**src/hw/fracdiv_params.svh**
```systemverilog
`ifndef FRACDIV_PARAMS_SVH
`define FRACDIV_PARAMS_SVH

// serial frame: 8 address bits then 40 data bits, msb first
`define FRAME_BITS 6'h30
`define ADDR_HI 47
`define ADDR_LO 40
`define DATA_W 40

// register offsets
`define OFS_DIVIDER 8'h06
`define OFS_SETUP 8'h07
`define OFS_RESTART 8'h08
`define OFS_GAIN 8'h0C

// divider register fields
`define INT_HI 39
`define INT_LO 32
`define FRAC_HI 31
`define FRAC_LO 4
`define DIV_POWER_BITS 4'hE

// modulation setup register fields
`define DITH_ORD_HI 39
`define DITH_ORD_LO 37
`define DITH_SHIFT_HI 36
`define DITH_SHIFT_LO 32
`define MASH_HI 31
`define MASH_LO 29
`define BAND_HI 28
`define BAND_LO 24
`define SYNC_INH_BIT 23
`define INTERP_HI 22
`define INTERP_LO 21

// restart and gain band bits
`define RESTART_BIT 14
`define GAIN_BIT 0

// field limits
`define FRAC_WIDTH 28
`define MAX_DITH_ORD 3'h5
`define MAX_MASH_ORD 3'h4
`define GAIN_BAND_LO 5'h0E
`define GAIN_BAND_HI 5'h1B
`define PHASE_BITS 3

// dither generator seed, any nonzero value keeps the sequence running
`define LFSR_SEED 16'hACE1

// host serial clock half period in reference cycles
`define SCLK_HALF_CYC 4

`endif

```
**src/hw/fracdiv_pkg.sv**
```systemverilog
package fracdiv_pkg;

   typedef enum logic [1:0] {
      H_IDLE,
      H_LOAD,
      H_SHIFT,
      H_GAP
   } host_state_e;

   typedef logic signed [5:0] div_step_t;
   typedef logic [47:0] frame_t;

endpackage

```
**src/hw/serial_cfg_if.sv**
```systemverilog
`timescale 1ns/1ps
interface serial_cfg_if;
   logic sclk;
   logic cs_n;
   logic mosi;

   modport host (
      output sclk,
      output cs_n,
      output mosi
   );

   modport dev (
      input sclk,
      input cs_n,
      input mosi
   );
endinterface

```
**src/hw/fractional_divider_modulation_ctrl.sv**
```systemverilog
// Operation
// - dither_order zero disables, else sets dither order
// - add zero-mean shaped random dither each calculation
// - host keeps dither_order at five or less
// - host zeroes dither without modulation, else matches
// - dither shifted left by dither_shift_amount
// - host keeps shift amount above dither_order
// - noise_shaper_order zero disables modulation
// - modulate floor/ceiling unless ratio exact
// - order one first-order; host limits to four
// - osc_band_select drives oscillator range
// - host sets osc_gain_band for bands 14..27
// - startup_sync_inhibit suppresses startup sync pulse
// - phase_interp_order picks eight, four, two, none
// - eight phases realize eighths without modulation
// - two phases or no interpolation drop fraction low bits
// - full 28-bit feedback_fraction used with eight or four phases
// - host pulses feedback_div_restart after divider or noise_shaper_order changes
`timescale 1ns/1ps
`include "fracdiv_params.svh"
module fractional_divider_modulation_ctrl #(
   parameter int FRAC_W = `FRAC_WIDTH
) (
   // clock and reset
   input wire logic REF_CLK_IN,
   input wire logic RST_N_IN,
   // one pulse per feedback divider output cycle
   input wire logic FB_CYCLE_IN,
   // serial configuration link
   serial_cfg_if.dev CFG_IF,
   // divider control
   output fracdiv_pkg::div_step_t DIV_STEP_OUT,
   output logic [2:0] FRAC_PHASE_OUT,
   output logic [1:0] INTERP_ORDER_OUT,
   output logic DIV_RESTART_OUT,
   // oscillator and sync
   output logic [4:0] OSC_BAND_OUT,
   output logic OSC_GAIN_BAND_OUT,
   output logic SYNC_PULSE_OUT
);

   // serial slave: inputs are synchronous, so edges come from a plain history flop
   logic sclk_prev_reg;
   logic cs_prev_reg;
   fracdiv_pkg::frame_t shift_reg;
   logic [5:0] bit_cnt_reg;
   logic [`DATA_W-1:0] setup_reg;
   logic [FRAC_W-1:0] frac_reg;
   logic restart_reg;
   logic gain_reg;

   wire sclk_rise = CFG_IF.sclk & ~sclk_prev_reg & ~CFG_IF.cs_n;
   wire cs_rise = CFG_IF.cs_n & ~cs_prev_reg;
   wire frame_ok = cs_rise & (bit_cnt_reg == `FRAME_BITS);
   wire [7:0] wr_addr = shift_reg[`ADDR_HI:`ADDR_LO];
   wire [`DATA_W-1:0] wr_data = shift_reg[`DATA_W-1:0];

   always_ff @(posedge REF_CLK_IN) begin
      if (!RST_N_IN) begin
         sclk_prev_reg <= 1'b0;
         cs_prev_reg <= 1'b1;
         shift_reg <= '0;
         bit_cnt_reg <= 6'h00;
      end else begin
         sclk_prev_reg <= CFG_IF.sclk;
         cs_prev_reg <= CFG_IF.cs_n;
         if (CFG_IF.cs_n) begin
            bit_cnt_reg <= 6'h00;
         end else if (sclk_rise) begin
            shift_reg <= {shift_reg[46:0], CFG_IF.mosi};
            // short or long frames are dropped at chip-select release
            if (bit_cnt_reg != 6'h3F) begin
               bit_cnt_reg <= bit_cnt_reg + 6'h01;
            end
         end
      end
   end

   always_ff @(posedge REF_CLK_IN) begin
      if (!RST_N_IN) begin
         setup_reg <= '0;
         frac_reg <= '0;
         restart_reg <= 1'b0;
         gain_reg <= 1'b0;
      end else if (frame_ok) begin
         if (wr_addr == `OFS_SETUP) begin
            setup_reg <= wr_data;
         end
         if (wr_addr == `OFS_DIVIDER) begin
            frac_reg <= wr_data[`FRAC_HI:`FRAC_LO];
         end
         if (wr_addr == `OFS_RESTART) begin
            restart_reg <= wr_data[`RESTART_BIT];
         end
         if (wr_addr == `OFS_GAIN) begin
            gain_reg <= wr_data[`GAIN_BIT];
         end
      end
   end

   // configuration fields
   wire [2:0] dith_ord = setup_reg[`DITH_ORD_HI:`DITH_ORD_LO];
   wire [4:0] dith_shift = setup_reg[`DITH_SHIFT_HI:`DITH_SHIFT_LO];
   wire [2:0] mash_ord = setup_reg[`MASH_HI:`MASH_LO];
   wire [1:0] interp = setup_reg[`INTERP_HI:`INTERP_LO];

   // fraction split into interpolated phase part and modulated remainder
   wire [1:0] drop_bits = (interp == 2'h0) ? 2'h0 : interp - 2'h1;
   wire [FRAC_W-1:0] used_frac = frac_reg & ({FRAC_W{1'b1}} << drop_bits);
   wire [2:0] phase_mask = 3'h7 << interp;
   wire [2:0] phase_part = used_frac[FRAC_W-1 -: `PHASE_BITS] & phase_mask;
   wire [FRAC_W-1:0] low_part = used_frac & {~phase_mask, {(FRAC_W-`PHASE_BITS){1'b1}}};
   wire [1:0] phase_bits = 2'h3 - interp;
   wire [FRAC_W-1:0] mod_in = low_part << phase_bits;
   wire mod_active = (mash_ord != 3'h0) & (low_part != '0);

   // binomial weight of a tap in an n-th order difference
   function automatic logic signed [5:0] binom(input logic [2:0] n, input int k);
      logic [5:0] num;
      num = 6'h01;
      for (int i = 0; i < 5; i++) begin
         if (i < k) begin
            num = 6'((int'(num) * (int'(n) - i)) / (i + 1));
         end
      end
      binom = ((k % 2) == 1) ? -$signed(num) : $signed(num);
   endfunction

   // dither: n-th difference of a random bit stream, high-pass and zero mean
   logic [15:0] lfsr_reg;
   logic [5:0] rnd_hist_reg;
   logic signed [5:0] dith_val;

   always_comb begin
      dith_val = 6'sh00;
      for (int k = 0; k <= 5; k++) begin
         if ((dith_ord != 3'h0) && (k <= int'(dith_ord)) && rnd_hist_reg[k]) begin
            dith_val = dith_val + binom(dith_ord, k);
         end
      end
   end

   wire signed [30:0] dith_scaled = 31'(dith_val) <<< dith_shift;

   // cascaded accumulators, one carry per stage
   logic [FRAC_W-1:0] acc_reg [4];
   logic [FRAC_W-1:0] acc_next [4];
   logic [3:1] carry;
   logic [2:0] c_hist_reg [4];
   wire signed [30:0] sum1 = $signed({3'h0, acc_reg[0]}) + $signed({3'h0, mod_in}) + dith_scaled;
   wire signed [2:0] carry1 = sum1[30:28];

   always_comb begin
      logic [FRAC_W:0] s;
      s = '0;
      acc_next[0] = sum1[FRAC_W-1:0];
      carry = 3'h0;
      for (int k = 1; k < 4; k++) begin
         s = {1'b0, acc_reg[k]} + {1'b0, acc_next[k-1]};
         acc_next[k] = s[FRAC_W-1:0];
         carry[k] = s[FRAC_W] & (k < int'(mash_ord));
      end
   end

   // higher stage carries are differenced so they average to zero
   wire signed [7:0] d2 = 8'(carry[1]) - 8'(c_hist_reg[1][0]);
   wire signed [7:0] d3 = 8'(carry[2]) - 8'sd2 * 8'(c_hist_reg[2][0]) + 8'(c_hist_reg[2][1]);
   wire signed [7:0] d4 = 8'(carry[3]) - 8'sd3 * 8'(c_hist_reg[3][0])
                        + 8'sd3 * 8'(c_hist_reg[3][1]) - 8'(c_hist_reg[3][2]);
   wire signed [7:0] step_sum = 8'(carry1) + d2 + d3 + d4;

   always_ff @(posedge REF_CLK_IN) begin
      if (!RST_N_IN) begin
         lfsr_reg <= `LFSR_SEED;
         rnd_hist_reg <= 6'h00;
         for (int k = 0; k < 4; k++) begin
            acc_reg[k] <= '0;
            c_hist_reg[k] <= 3'h0;
         end
      end else begin
         lfsr_reg <= {lfsr_reg[14:0], lfsr_reg[15] ^ lfsr_reg[13] ^ lfsr_reg[12] ^ lfsr_reg[10]};
         if (restart_reg) begin
            rnd_hist_reg <= 6'h00;
            for (int k = 0; k < 4; k++) begin
               acc_reg[k] <= '0;
               c_hist_reg[k] <= 3'h0;
            end
         end else if (FB_CYCLE_IN && mod_active) begin
            rnd_hist_reg <= {rnd_hist_reg[4:0], lfsr_reg[0]};
            for (int k = 0; k < 4; k++) begin
               acc_reg[k] <= acc_next[k];
            end
            for (int k = 1; k < 4; k++) begin
               c_hist_reg[k] <= {c_hist_reg[k][1:0], carry[k]};
            end
         end
      end
   end

   // outputs and startup sync
   logic sync_pending_reg;

   always_ff @(posedge REF_CLK_IN) begin
      if (!RST_N_IN) begin
         DIV_STEP_OUT <= 6'sh00;
         FRAC_PHASE_OUT <= 3'h0;
         INTERP_ORDER_OUT <= 2'h0;
         DIV_RESTART_OUT <= 1'b0;
         OSC_BAND_OUT <= 5'h00;
         OSC_GAIN_BAND_OUT <= 1'b0;
         SYNC_PULSE_OUT <= 1'b0;
         sync_pending_reg <= 1'b1;
      end else begin
         FRAC_PHASE_OUT <= phase_part;
         INTERP_ORDER_OUT <= interp;
         DIV_RESTART_OUT <= restart_reg;
         OSC_BAND_OUT <= setup_reg[`BAND_HI:`BAND_LO];
         OSC_GAIN_BAND_OUT <= gain_reg;
         SYNC_PULSE_OUT <= 1'b0;
         if (restart_reg || !mod_active) begin
            DIV_STEP_OUT <= 6'sh00;
         end else if (FB_CYCLE_IN) begin
            DIV_STEP_OUT <= step_sum[5:0];
         end
         // the power-up sync fires on the first divider cycle after reset
         if (FB_CYCLE_IN && sync_pending_reg) begin
            sync_pending_reg <= 1'b0;
            SYNC_PULSE_OUT <= ~setup_reg[`SYNC_INH_BIT];
         end
      end
   end

endmodule // fractional_divider_modulation_ctrl

```
**src/flat_wrapper.sv**
```systemverilog
// flat-port wrapper written by rule: the top's interface ports become plain ports
module fractional_divider_modulation_ctrl_flat 
#(
   parameter int FRAC_W = `FRAC_WIDTH
)
  (REF_CLK_IN, RST_N_IN, FB_CYCLE_IN, DIV_STEP_OUT, FRAC_PHASE_OUT, INTERP_ORDER_OUT, DIV_RESTART_OUT, OSC_BAND_OUT, OSC_GAIN_BAND_OUT, SYNC_PULSE_OUT, CFG_IF_sclk, CFG_IF_cs_n, CFG_IF_mosi);
  serial_cfg_if CFG_IF_i ();
  input wire logic REF_CLK_IN;
  input wire logic RST_N_IN;
  input wire logic FB_CYCLE_IN;
  output fracdiv_pkg::div_step_t DIV_STEP_OUT;
  output logic [2:0] FRAC_PHASE_OUT;
  output logic [1:0] INTERP_ORDER_OUT;
  output logic DIV_RESTART_OUT;
  output logic [4:0] OSC_BAND_OUT;
  output logic OSC_GAIN_BAND_OUT;
  output logic SYNC_PULSE_OUT;
  input wire logic [$bits(CFG_IF_i.sclk)-1:0] CFG_IF_sclk;
  input wire logic [$bits(CFG_IF_i.cs_n)-1:0] CFG_IF_cs_n;
  input wire logic [$bits(CFG_IF_i.mosi)-1:0] CFG_IF_mosi;
  assign CFG_IF_i.sclk = CFG_IF_sclk;
  assign CFG_IF_i.cs_n = CFG_IF_cs_n;
  assign CFG_IF_i.mosi = CFG_IF_mosi;
  fractional_divider_modulation_ctrl #(.FRAC_W(FRAC_W)) u_core (.REF_CLK_IN(REF_CLK_IN), .RST_N_IN(RST_N_IN), .FB_CYCLE_IN(FB_CYCLE_IN), .CFG_IF(CFG_IF_i), .DIV_STEP_OUT(DIV_STEP_OUT), .FRAC_PHASE_OUT(FRAC_PHASE_OUT), .INTERP_ORDER_OUT(INTERP_ORDER_OUT), .DIV_RESTART_OUT(DIV_RESTART_OUT), .OSC_BAND_OUT(OSC_BAND_OUT), .OSC_GAIN_BAND_OUT(OSC_GAIN_BAND_OUT), .SYNC_PULSE_OUT(SYNC_PULSE_OUT));
endmodule
```
**config.mk**
```make
export PLATFORM = sky130hd
export DESIGN_NAME = fractional_divider_modulation_ctrl_flat
export DESIGN_NICKNAME = d
export VERILOG_FILES = /design/src/hw/fracdiv_pkg.sv /design/src/hw/serial_cfg_if.sv /design/src/hw/fractional_divider_modulation_ctrl.sv /design/src/flat_wrapper.sv
export VERILOG_INCLUDE_DIRS = /design/src /design/src/hw
export SDC_FILE = /design/constraint.sdc
export NUM_CORES = 1
export LEC_CHECK = 0
export CELL_PAD_IN_SITES_DETAIL_PLACEMENT = 1
export CELL_PAD_IN_SITES_GLOBAL_PLACEMENT = 2
export CORE_MARGIN = 2
export CORE_UTILIZATION = 43
export DETAILED_ROUTE_END_ITERATION = 7
export DONT_BUFFER_PORTS = 1
export GPL_TIMING_DRIVEN = 0
export PLACE_DENSITY_LB_ADDON = 0.1
export SLEW_MARGIN = 20
export SYNTH_ARGS = -nofsm -noshare
export SYNTH_HDL_FRONTEND = slang
export SYNTH_SLANG_ARGS = --single-unit
```
**constraint.sdc**
```tcl
create_clock -name REF_CLK_IN -period 100.8 [get_ports REF_CLK_IN]
set_input_delay 20.16 -clock REF_CLK_IN [delete_from_list [all_inputs] [get_ports REF_CLK_IN]]
set_output_delay 20.16 -clock REF_CLK_IN [all_outputs]
set_load 0.005 [all_outputs]
```
# [Word level (Yosys, flattened, before mapping)]
# Memories as Yosys holds them, arrays and structs flattened.
# Index checks and enable logic that the tools add are counted.
[word_totals] word_cells=206 input_bits=6 register_bits=168 ramBits=124 n_memories=2 out_inout_bits=19
[op_classes] n_mul=12 n_eq_ne=6 mux=45 addsub=35 n_reduce_logical=31 div=4 bitwise=41 magnitude_cmp=8 shifts=4
[mem_list] name="u_core.acc_reg" words=4 width=28 read_ports=4 rd_clocked_by_memory_dff=0 write_ports=4 line_no="fractional_divider_modulation_ctrl.sv:146" source="logic [FRAC_W-1:0] acc_reg [4];"
[mem_list] name="u_core.c_hist_reg" words=4 width=3 read_ports=3 rd_clocked_by_memory_dff=0 write_ports=4 line_no="fractional_divider_modulation_ctrl.sv:149" source="logic [2:0] c_hist_reg [4];"
[ops] op="2-to-1 mux 28 bit" count=8
[ops] op="multiplier 7 x 32 -> 32 bit" count=4
[ops] op="2-to-1 mux 6 bit" count=20
[ops] op="adder 28 x 28 -> 29 bit" count=4
[ops] op="divider 32 x 3 -> 32 bit, second input constant" count=3
[ops] op="multiplier 7 x 4 -> 11 bit" count=6
[ops] op="bitwise AND 28 bit" count=2
[ops] op="adder 6 x 1 -> 6 bit" count=7
[ops] op="adder 6 bit" count=6
[ops] op="divider 32 x 4 -> 32 bit, second input constant" count=1
[ops] op="adder 30 x 31 -> 31 bit" count=1
[ops] op="<<< shifter 6 x 5 -> 31 bit" count=1
[ops] op="nonzero test 28 bit" count=1
[ops] op="left shift 28 x 2 -> 28 bit" count=1
[ops] op="left shift 28 x 2 -> 28 bit, first input constant" count=1
[ops] op="2-to-1 mux 3 bit" count=7
[ops] op="negator 6 bit" count=3
[ops] op="equality test 8 x 3 -> 1 bit, second input constant" count=2
[ops] op="equality test 8 x 4 -> 1 bit, second input constant" count=2
[ops] op="bitwise OR 1 bit" count=15
[ops] op="bitwise AND 1 bit" count=14
[ops] op="AND reduction 2 bit" count=7
[ops] op="logical AND 1 bit" count=13
[ops] op="OR reduction 2 bit" count=5
[ops] op="32 further kinds" count=52

# [Depth between registers and ports, before layout]
[depth] ltp_word=32 mapped_depth=303 ltp_nobuf=267

# [Worst setup path after synthesis]
# Ideal clock, no wire load.
[synth_timing] path_type="reg-to-reg" startpoint="register u_core.setup_reg[39]" endpoint="register u_core.DIV_STEP_OUT[5]" n_path_buf=15 synth_period_minus_slack_ns=52.124 setup_time_ns=0.086 slack_ns=48.676 arrival_time_ns=52.038 required_time_ns=100.714 path_stages_with_launch=225 path_cell_list="dfxtp_1 -> clkbuf_1 -> inv_1 -> clkbuf_1 -> ha_1 -> nand2_1 -> inv_1 -> fa_1 -> ha_1 -> ha_1 -> fa_1 -> nor2b_1 -> ha_1 -> fa_1 -> xnor2_1 -> xor2_1 -> a211oi_1 -> mux2i_1 -> [189 not listed] -> ha_1 -> nand2_1 -> o21ai_0 -> a21oi_1 -> nor2b_1 -> o21ai_0 -> ha_1 -> nor2_1 -> inv_1 -> fa_1 -> inv_1 -> fa_1 -> fa_1 -> inv_1 -> a21o_1 -> a21oi_1 -> xnor2_1 -> a211oi_1"
[synth_rtl] element="start: declaration" line_no="fractional_divider_modulation_ctrl.sv:47" source="logic [`DATA_W-1:0] setup_reg;"
[synth_rtl] element="start signal: assignment" line_no="fractional_divider_modulation_ctrl.sv:87" source="setup_reg <= wr_data;"
[synth_rtl] element="end signal: assignment" line_no="fractional_divider_modulation_ctrl.sv:223" source="DIV_STEP_OUT <= step_sum[5:0];"
[synth_rtl] element="end: declaration" line_no="fractional_divider_modulation_ctrl.sv:32" source="output fracdiv_pkg::div_step_t DIV_STEP_OUT,"

==> results.ini <==
[detailed_routing]
drcViolationCount=0
drt_first_iter_violations=2777
via_count=40020
highest-signal-layer=met5
wl_met2_um=70810
route.detailed.wl_per_inst_um=22.58
drt_first_pass_iters=5
drtAntennaViolNets=0
wirelength_um=144700
m1WireLength_um=65320
met3_wirelength_um=4800
vias_per_cell=6.247

[finish]
nets=5533
n_antenna_cell=0
drive_above_1_share_pct=7.797
area_added_between_synthesis_and_finish_pct=6.389
finalCoreUtilization_pct=45.96
largest_register_ff_count=112
fillCellCount=11430
stdcell_area_um2=42000

[setup_path]
regToRegEndpoint=u_core.DIV_STEP_OUT[5]$_SDFFE_PP0P_
r2r-start=u_core.setup_reg[39]$_SDFFE_PN0P_
crit_slowest_cell=sky130_fd_sc_hd__nor4_1
timing.critical_path.max_delay_family=compound AO/OA/AOI/OAI gates
crit_path_max_incr_delay_ns=0.93
timing_worst_setup_path_type=register to register
cp_num_buf_inv=19
path_common_cell=sky130_fd_sc_hd__a21oi_1
timing.reg2reg.worst_path_depth=223
arrival_ns=66.67
reg2reg_slack_ns=34.58
crit_path_end_kind=register
worst-path-max-fanout=22
cp.required_ns=101.26
crit_cells=223
critical_path.startpoint_type=register

[sta]
remaining_max_slew_budget_at_the_tightest_pin_pct=15.22
min_period_over_period_pct=65.69
fin_worst_skew_ns=0.02880
finalSetupViolations=0
tightest_slew_ns=1.260
final_max_slew_viol_count=0
final.setup.worst_slack_ns=34.58
timing.setup.tns_ns=0
timing_hold_violations_final=0
unrepaired_setup_endpoints_after_global_routing=no
final.min_clock_period_ns=66.22
achievable_clock_frequency_mhz=15.10

[worst_hold_path]
holdCritStartpoint=u_core.lfsr_reg[4]$_SDFF_PN0_
hold_path_end=u_core.lfsr_reg[5]$_SDFF_PN1_
whs_path_depth=1
hold_path.class=register to register

[clock_network]
clkSinkCount=265
max-clock-path-buffers=3
clock_insertion_delay_worst_skew_ns=0.58
cts_htree_levels=1
cts_root_buffer=sky130_fd_sc_hd__clkbuf_16
cts_inserted_buffers=25
cts_setup_buffers=0
cts.clk_slew.worst_paths_ns=0.07
cts-hold-fix-buffers=0
tritoncts=built
post_cts_resized=0

[yosys]
postSynthCellCount=5166
synth_top_area_cell=sky130_fd_sc_hd__ha_1
seq_area_frac_synth_pct=15.67
synth_warnings=0
ys_types=163
number_of_enable_type_register_cells_in_the_synthesized_netlist=88
synth.ff_latch_count=265
synth_flop_cell=sky130_fd_sc_hd__dfxtp_1
netlist_top_cells_area=sky130_fd_sc_hd__ha_1, sky130_fd_sc_hd__dfxtp_1, sky130_fd_sc_hd__xnor2_1, sky130_fd_sc_hd__edfxtp_1, sky130_fd_sc_hd__nand2_1
avg_synthesized_cell_area_um2=7.642
post-synth-top-area-fraction_pct=9.096
synthesis.area_um2=39480
synthArstFlopShare_pct=0

[placement]
buffer_ports.inserted=0
gp_routability_congestion=0.9346
dp_worst_setup_slack_ns=35.10
hpwlAfterDp_um=116000
dpl_cell_area_um2=41070

[die]
floorplan.die.height_um=307.0
dieArea_um2=94250
rows=111
initial_utilization_pct=43.20
die_width_um=307.0
pin_count=25
core_area_um2=91390

[grt]
grt_start_max_net_pins=33
first_pass_grt_wire_length_um=229500
grt.total_usage_pct=29.82
antenna_found_initial=1
vias_in_the_first_global_route=40520
overflow=0

[job]
timing.max_cap.violations=0

[outcome]
status=finished clean

layout by cell type (no fill, tap or decap), types with 26 or more instances in the layout:
cell type	count
sky130_fd_sc_hd__nand3_1	181
sky130_fd_sc_hd__nand2b_1	52
sky130_fd_sc_hd__ha_1	287
sky130_fd_sc_hd__nor2_1	450
sky130_fd_sc_hd__nor3_1	169
sky130_fd_sc_hd__and2_1	148
sky130_fd_sc_hd__nand4_1	60
sky130_fd_sc_hd__edfxtp_1	88
sky130_fd_sc_hd__and3_1	50
sky130_fd_sc_hd__o211ai_1	45
sky130_fd_sc_hd__a21o_1	82
sky130_fd_sc_hd__a31oi_1	70
sky130_fd_sc_hd__a211oi_1	62
sky130_fd_sc_hd__nand2_1	508
sky130_fd_sc_hd__nor4_1	54
sky130_fd_sc_hd__clkbuf_1	127
sky130_fd_sc_hd__a21oi_1	378
sky130_fd_sc_hd__o21a_1	39
sky130_fd_sc_hd__xor2_1	112
sky130_fd_sc_hd__buf_4	51
sky130_fd_sc_hd__clkbuf_16	26
sky130_fd_sc_hd__nor2b_1	40
sky130_fd_sc_hd__o21ai_1	50
sky130_fd_sc_hd__o31ai_1	33
sky130_fd_sc_hd__o22ai_1	41
sky130_fd_sc_hd__or3_1	41
sky130_fd_sc_hd__o21bai_1	116
sky130_fd_sc_hd__inv_1	201
sky130_fd_sc_hd__buf_2	43
sky130_fd_sc_hd__mux2i_1	80
sky130_fd_sc_hd__dfxtp_1	177
sky130_fd_sc_hd__fa_1	37
sky130_fd_sc_hd__or2_2	32
sky130_fd_sc_hd__xnor2_1	307
sky130_fd_sc_hd__a21boi_0	106
sky130_fd_sc_hd__o21ai_0	185
worst max-delay path by stage:
stage | start | end | slack [ns]
after floorplan | u_core.setup_reg[39]$_SDFFE_PN0P_ | u_core.DIV_STEP_OUT[5]$_SDFFE_PP0P_ | 48.68
final | u_core.setup_reg[39]$_SDFFE_PN0P_ | u_core.DIV_STEP_OUT[5]$_SDFFE_PP0P_ | 34.58
after detailed placement | u_core.setup_reg[39]$_SDFFE_PN0P_ | u_core.DIV_STEP_OUT[4]$_SDFFE_PP0P_ | 35.10
after global routing | u_core.setup_reg[39]$_SDFFE_PN0P_ | u_core.DIV_STEP_OUT[5]$_SDFFE_PP0P_ | 29.95
after global placement | u_core.setup_reg[39]$_SDFFE_PN0P_ | u_core.DIV_STEP_OUT[5]$_SDFFE_PP0P_ | 34.56
after CTS | u_core.setup_reg[39]$_SDFFE_PN0P_ | u_core.DIV_STEP_OUT[4]$_SDFFE_PP0P_ | 34.85
final cells by class:
type                            count  area (µm²)  share of cell area (%)
Tap cell                         1186        1484                   3.533
Buffer                            251        1303                   3.101
Timing Repair Buffer                3       36.28                 0.08639
Clock buffer                       31       679.4                   1.618
Sequential cell                   265        6186                   14.73
Inverter                          203       762.0                   1.814
Clock inverter                     13       220.2                  0.5243
Multi-Input combinational cell   4454       31330                   74.60
stage by stage:
stage / instances / hold slack [ns]
2_1_floorplan: 5173 / 0.3863
3_3_place_gp: 6359 / 0.3875
4_1_cts: 6406 / 0.4144
6_report: 6406 / 0.4103
3_5_place_dp: 6362 / 0.3945
5_1_grt: 6406 / 0.4213
per-layer routing:
metal	GRT usage, %	up-vias
met3	1.303	169
met1	39.15	19880
met4	7.703	2
met2	53.40	851
met5	0	-
li1	-	19120
kinds of logic (layout without fill, tap and decap cells):
| group | Yosys count | count (layout) | synth area share [%] |
|---|---|---|---|
| xor gates and xnor gates | 443 | 443 | 10.27 |
| adders and majority gates | 333 | 333 | 11.20 |
| other | 1 | 8 | 0.009499 |
| AOI/OAI and AO/OA | 1578 | 1578 | 28.32 |
| DFF | 265 | 265 | 15.67 |
| buffers and inverters | 454 | 501 | 5.226 |
| and+or+nand+nor | 1964 | 1964 | 25.22 |
| muxes | 128 | 128 | 4.076 |
Yosys cell counts (41+ instances only):
library cell               count
sky130_fd_sc_hd__nand2_1     510
sky130_fd_sc_hd__nor2_1      451
sky130_fd_sc_hd__a21oi_1     378
sky130_fd_sc_hd__xnor2_1     311
sky130_fd_sc_hd__ha_1        287
sky130_fd_sc_hd__inv_1       201
sky130_fd_sc_hd__o21ai_0     185
sky130_fd_sc_hd__nand3_1     181
sky130_fd_sc_hd__dfxtp_1     177
sky130_fd_sc_hd__nor3_1      169
sky130_fd_sc_hd__and2_1      148
sky130_fd_sc_hd__clkbuf_1    124
sky130_fd_sc_hd__o21bai_1    116
sky130_fd_sc_hd__xor2_1      113
sky130_fd_sc_hd__a21boi_0    106
sky130_fd_sc_hd__edfxtp_1     88
sky130_fd_sc_hd__a21o_1       82
sky130_fd_sc_hd__mux2i_1      80
sky130_fd_sc_hd__a31oi_1      70
sky130_fd_sc_hd__a211oi_1     62
sky130_fd_sc_hd__nand4_1      60
sky130_fd_sc_hd__nor4_1       54
sky130_fd_sc_hd__nand2b_1     52
sky130_fd_sc_hd__buf_4        51
sky130_fd_sc_hd__and3_1       50
sky130_fd_sc_hd__o21ai_1      50
sky130_fd_sc_hd__o211ai_1     45
sky130_fd_sc_hd__buf_2        42
sky130_fd_sc_hd__o22ai_1      41
sky130_fd_sc_hd__or3_1        41
Power is left out: the tool's default activity adds up to more than one toggle a clock period on the data nets, which glitch-free logic cannot reach.
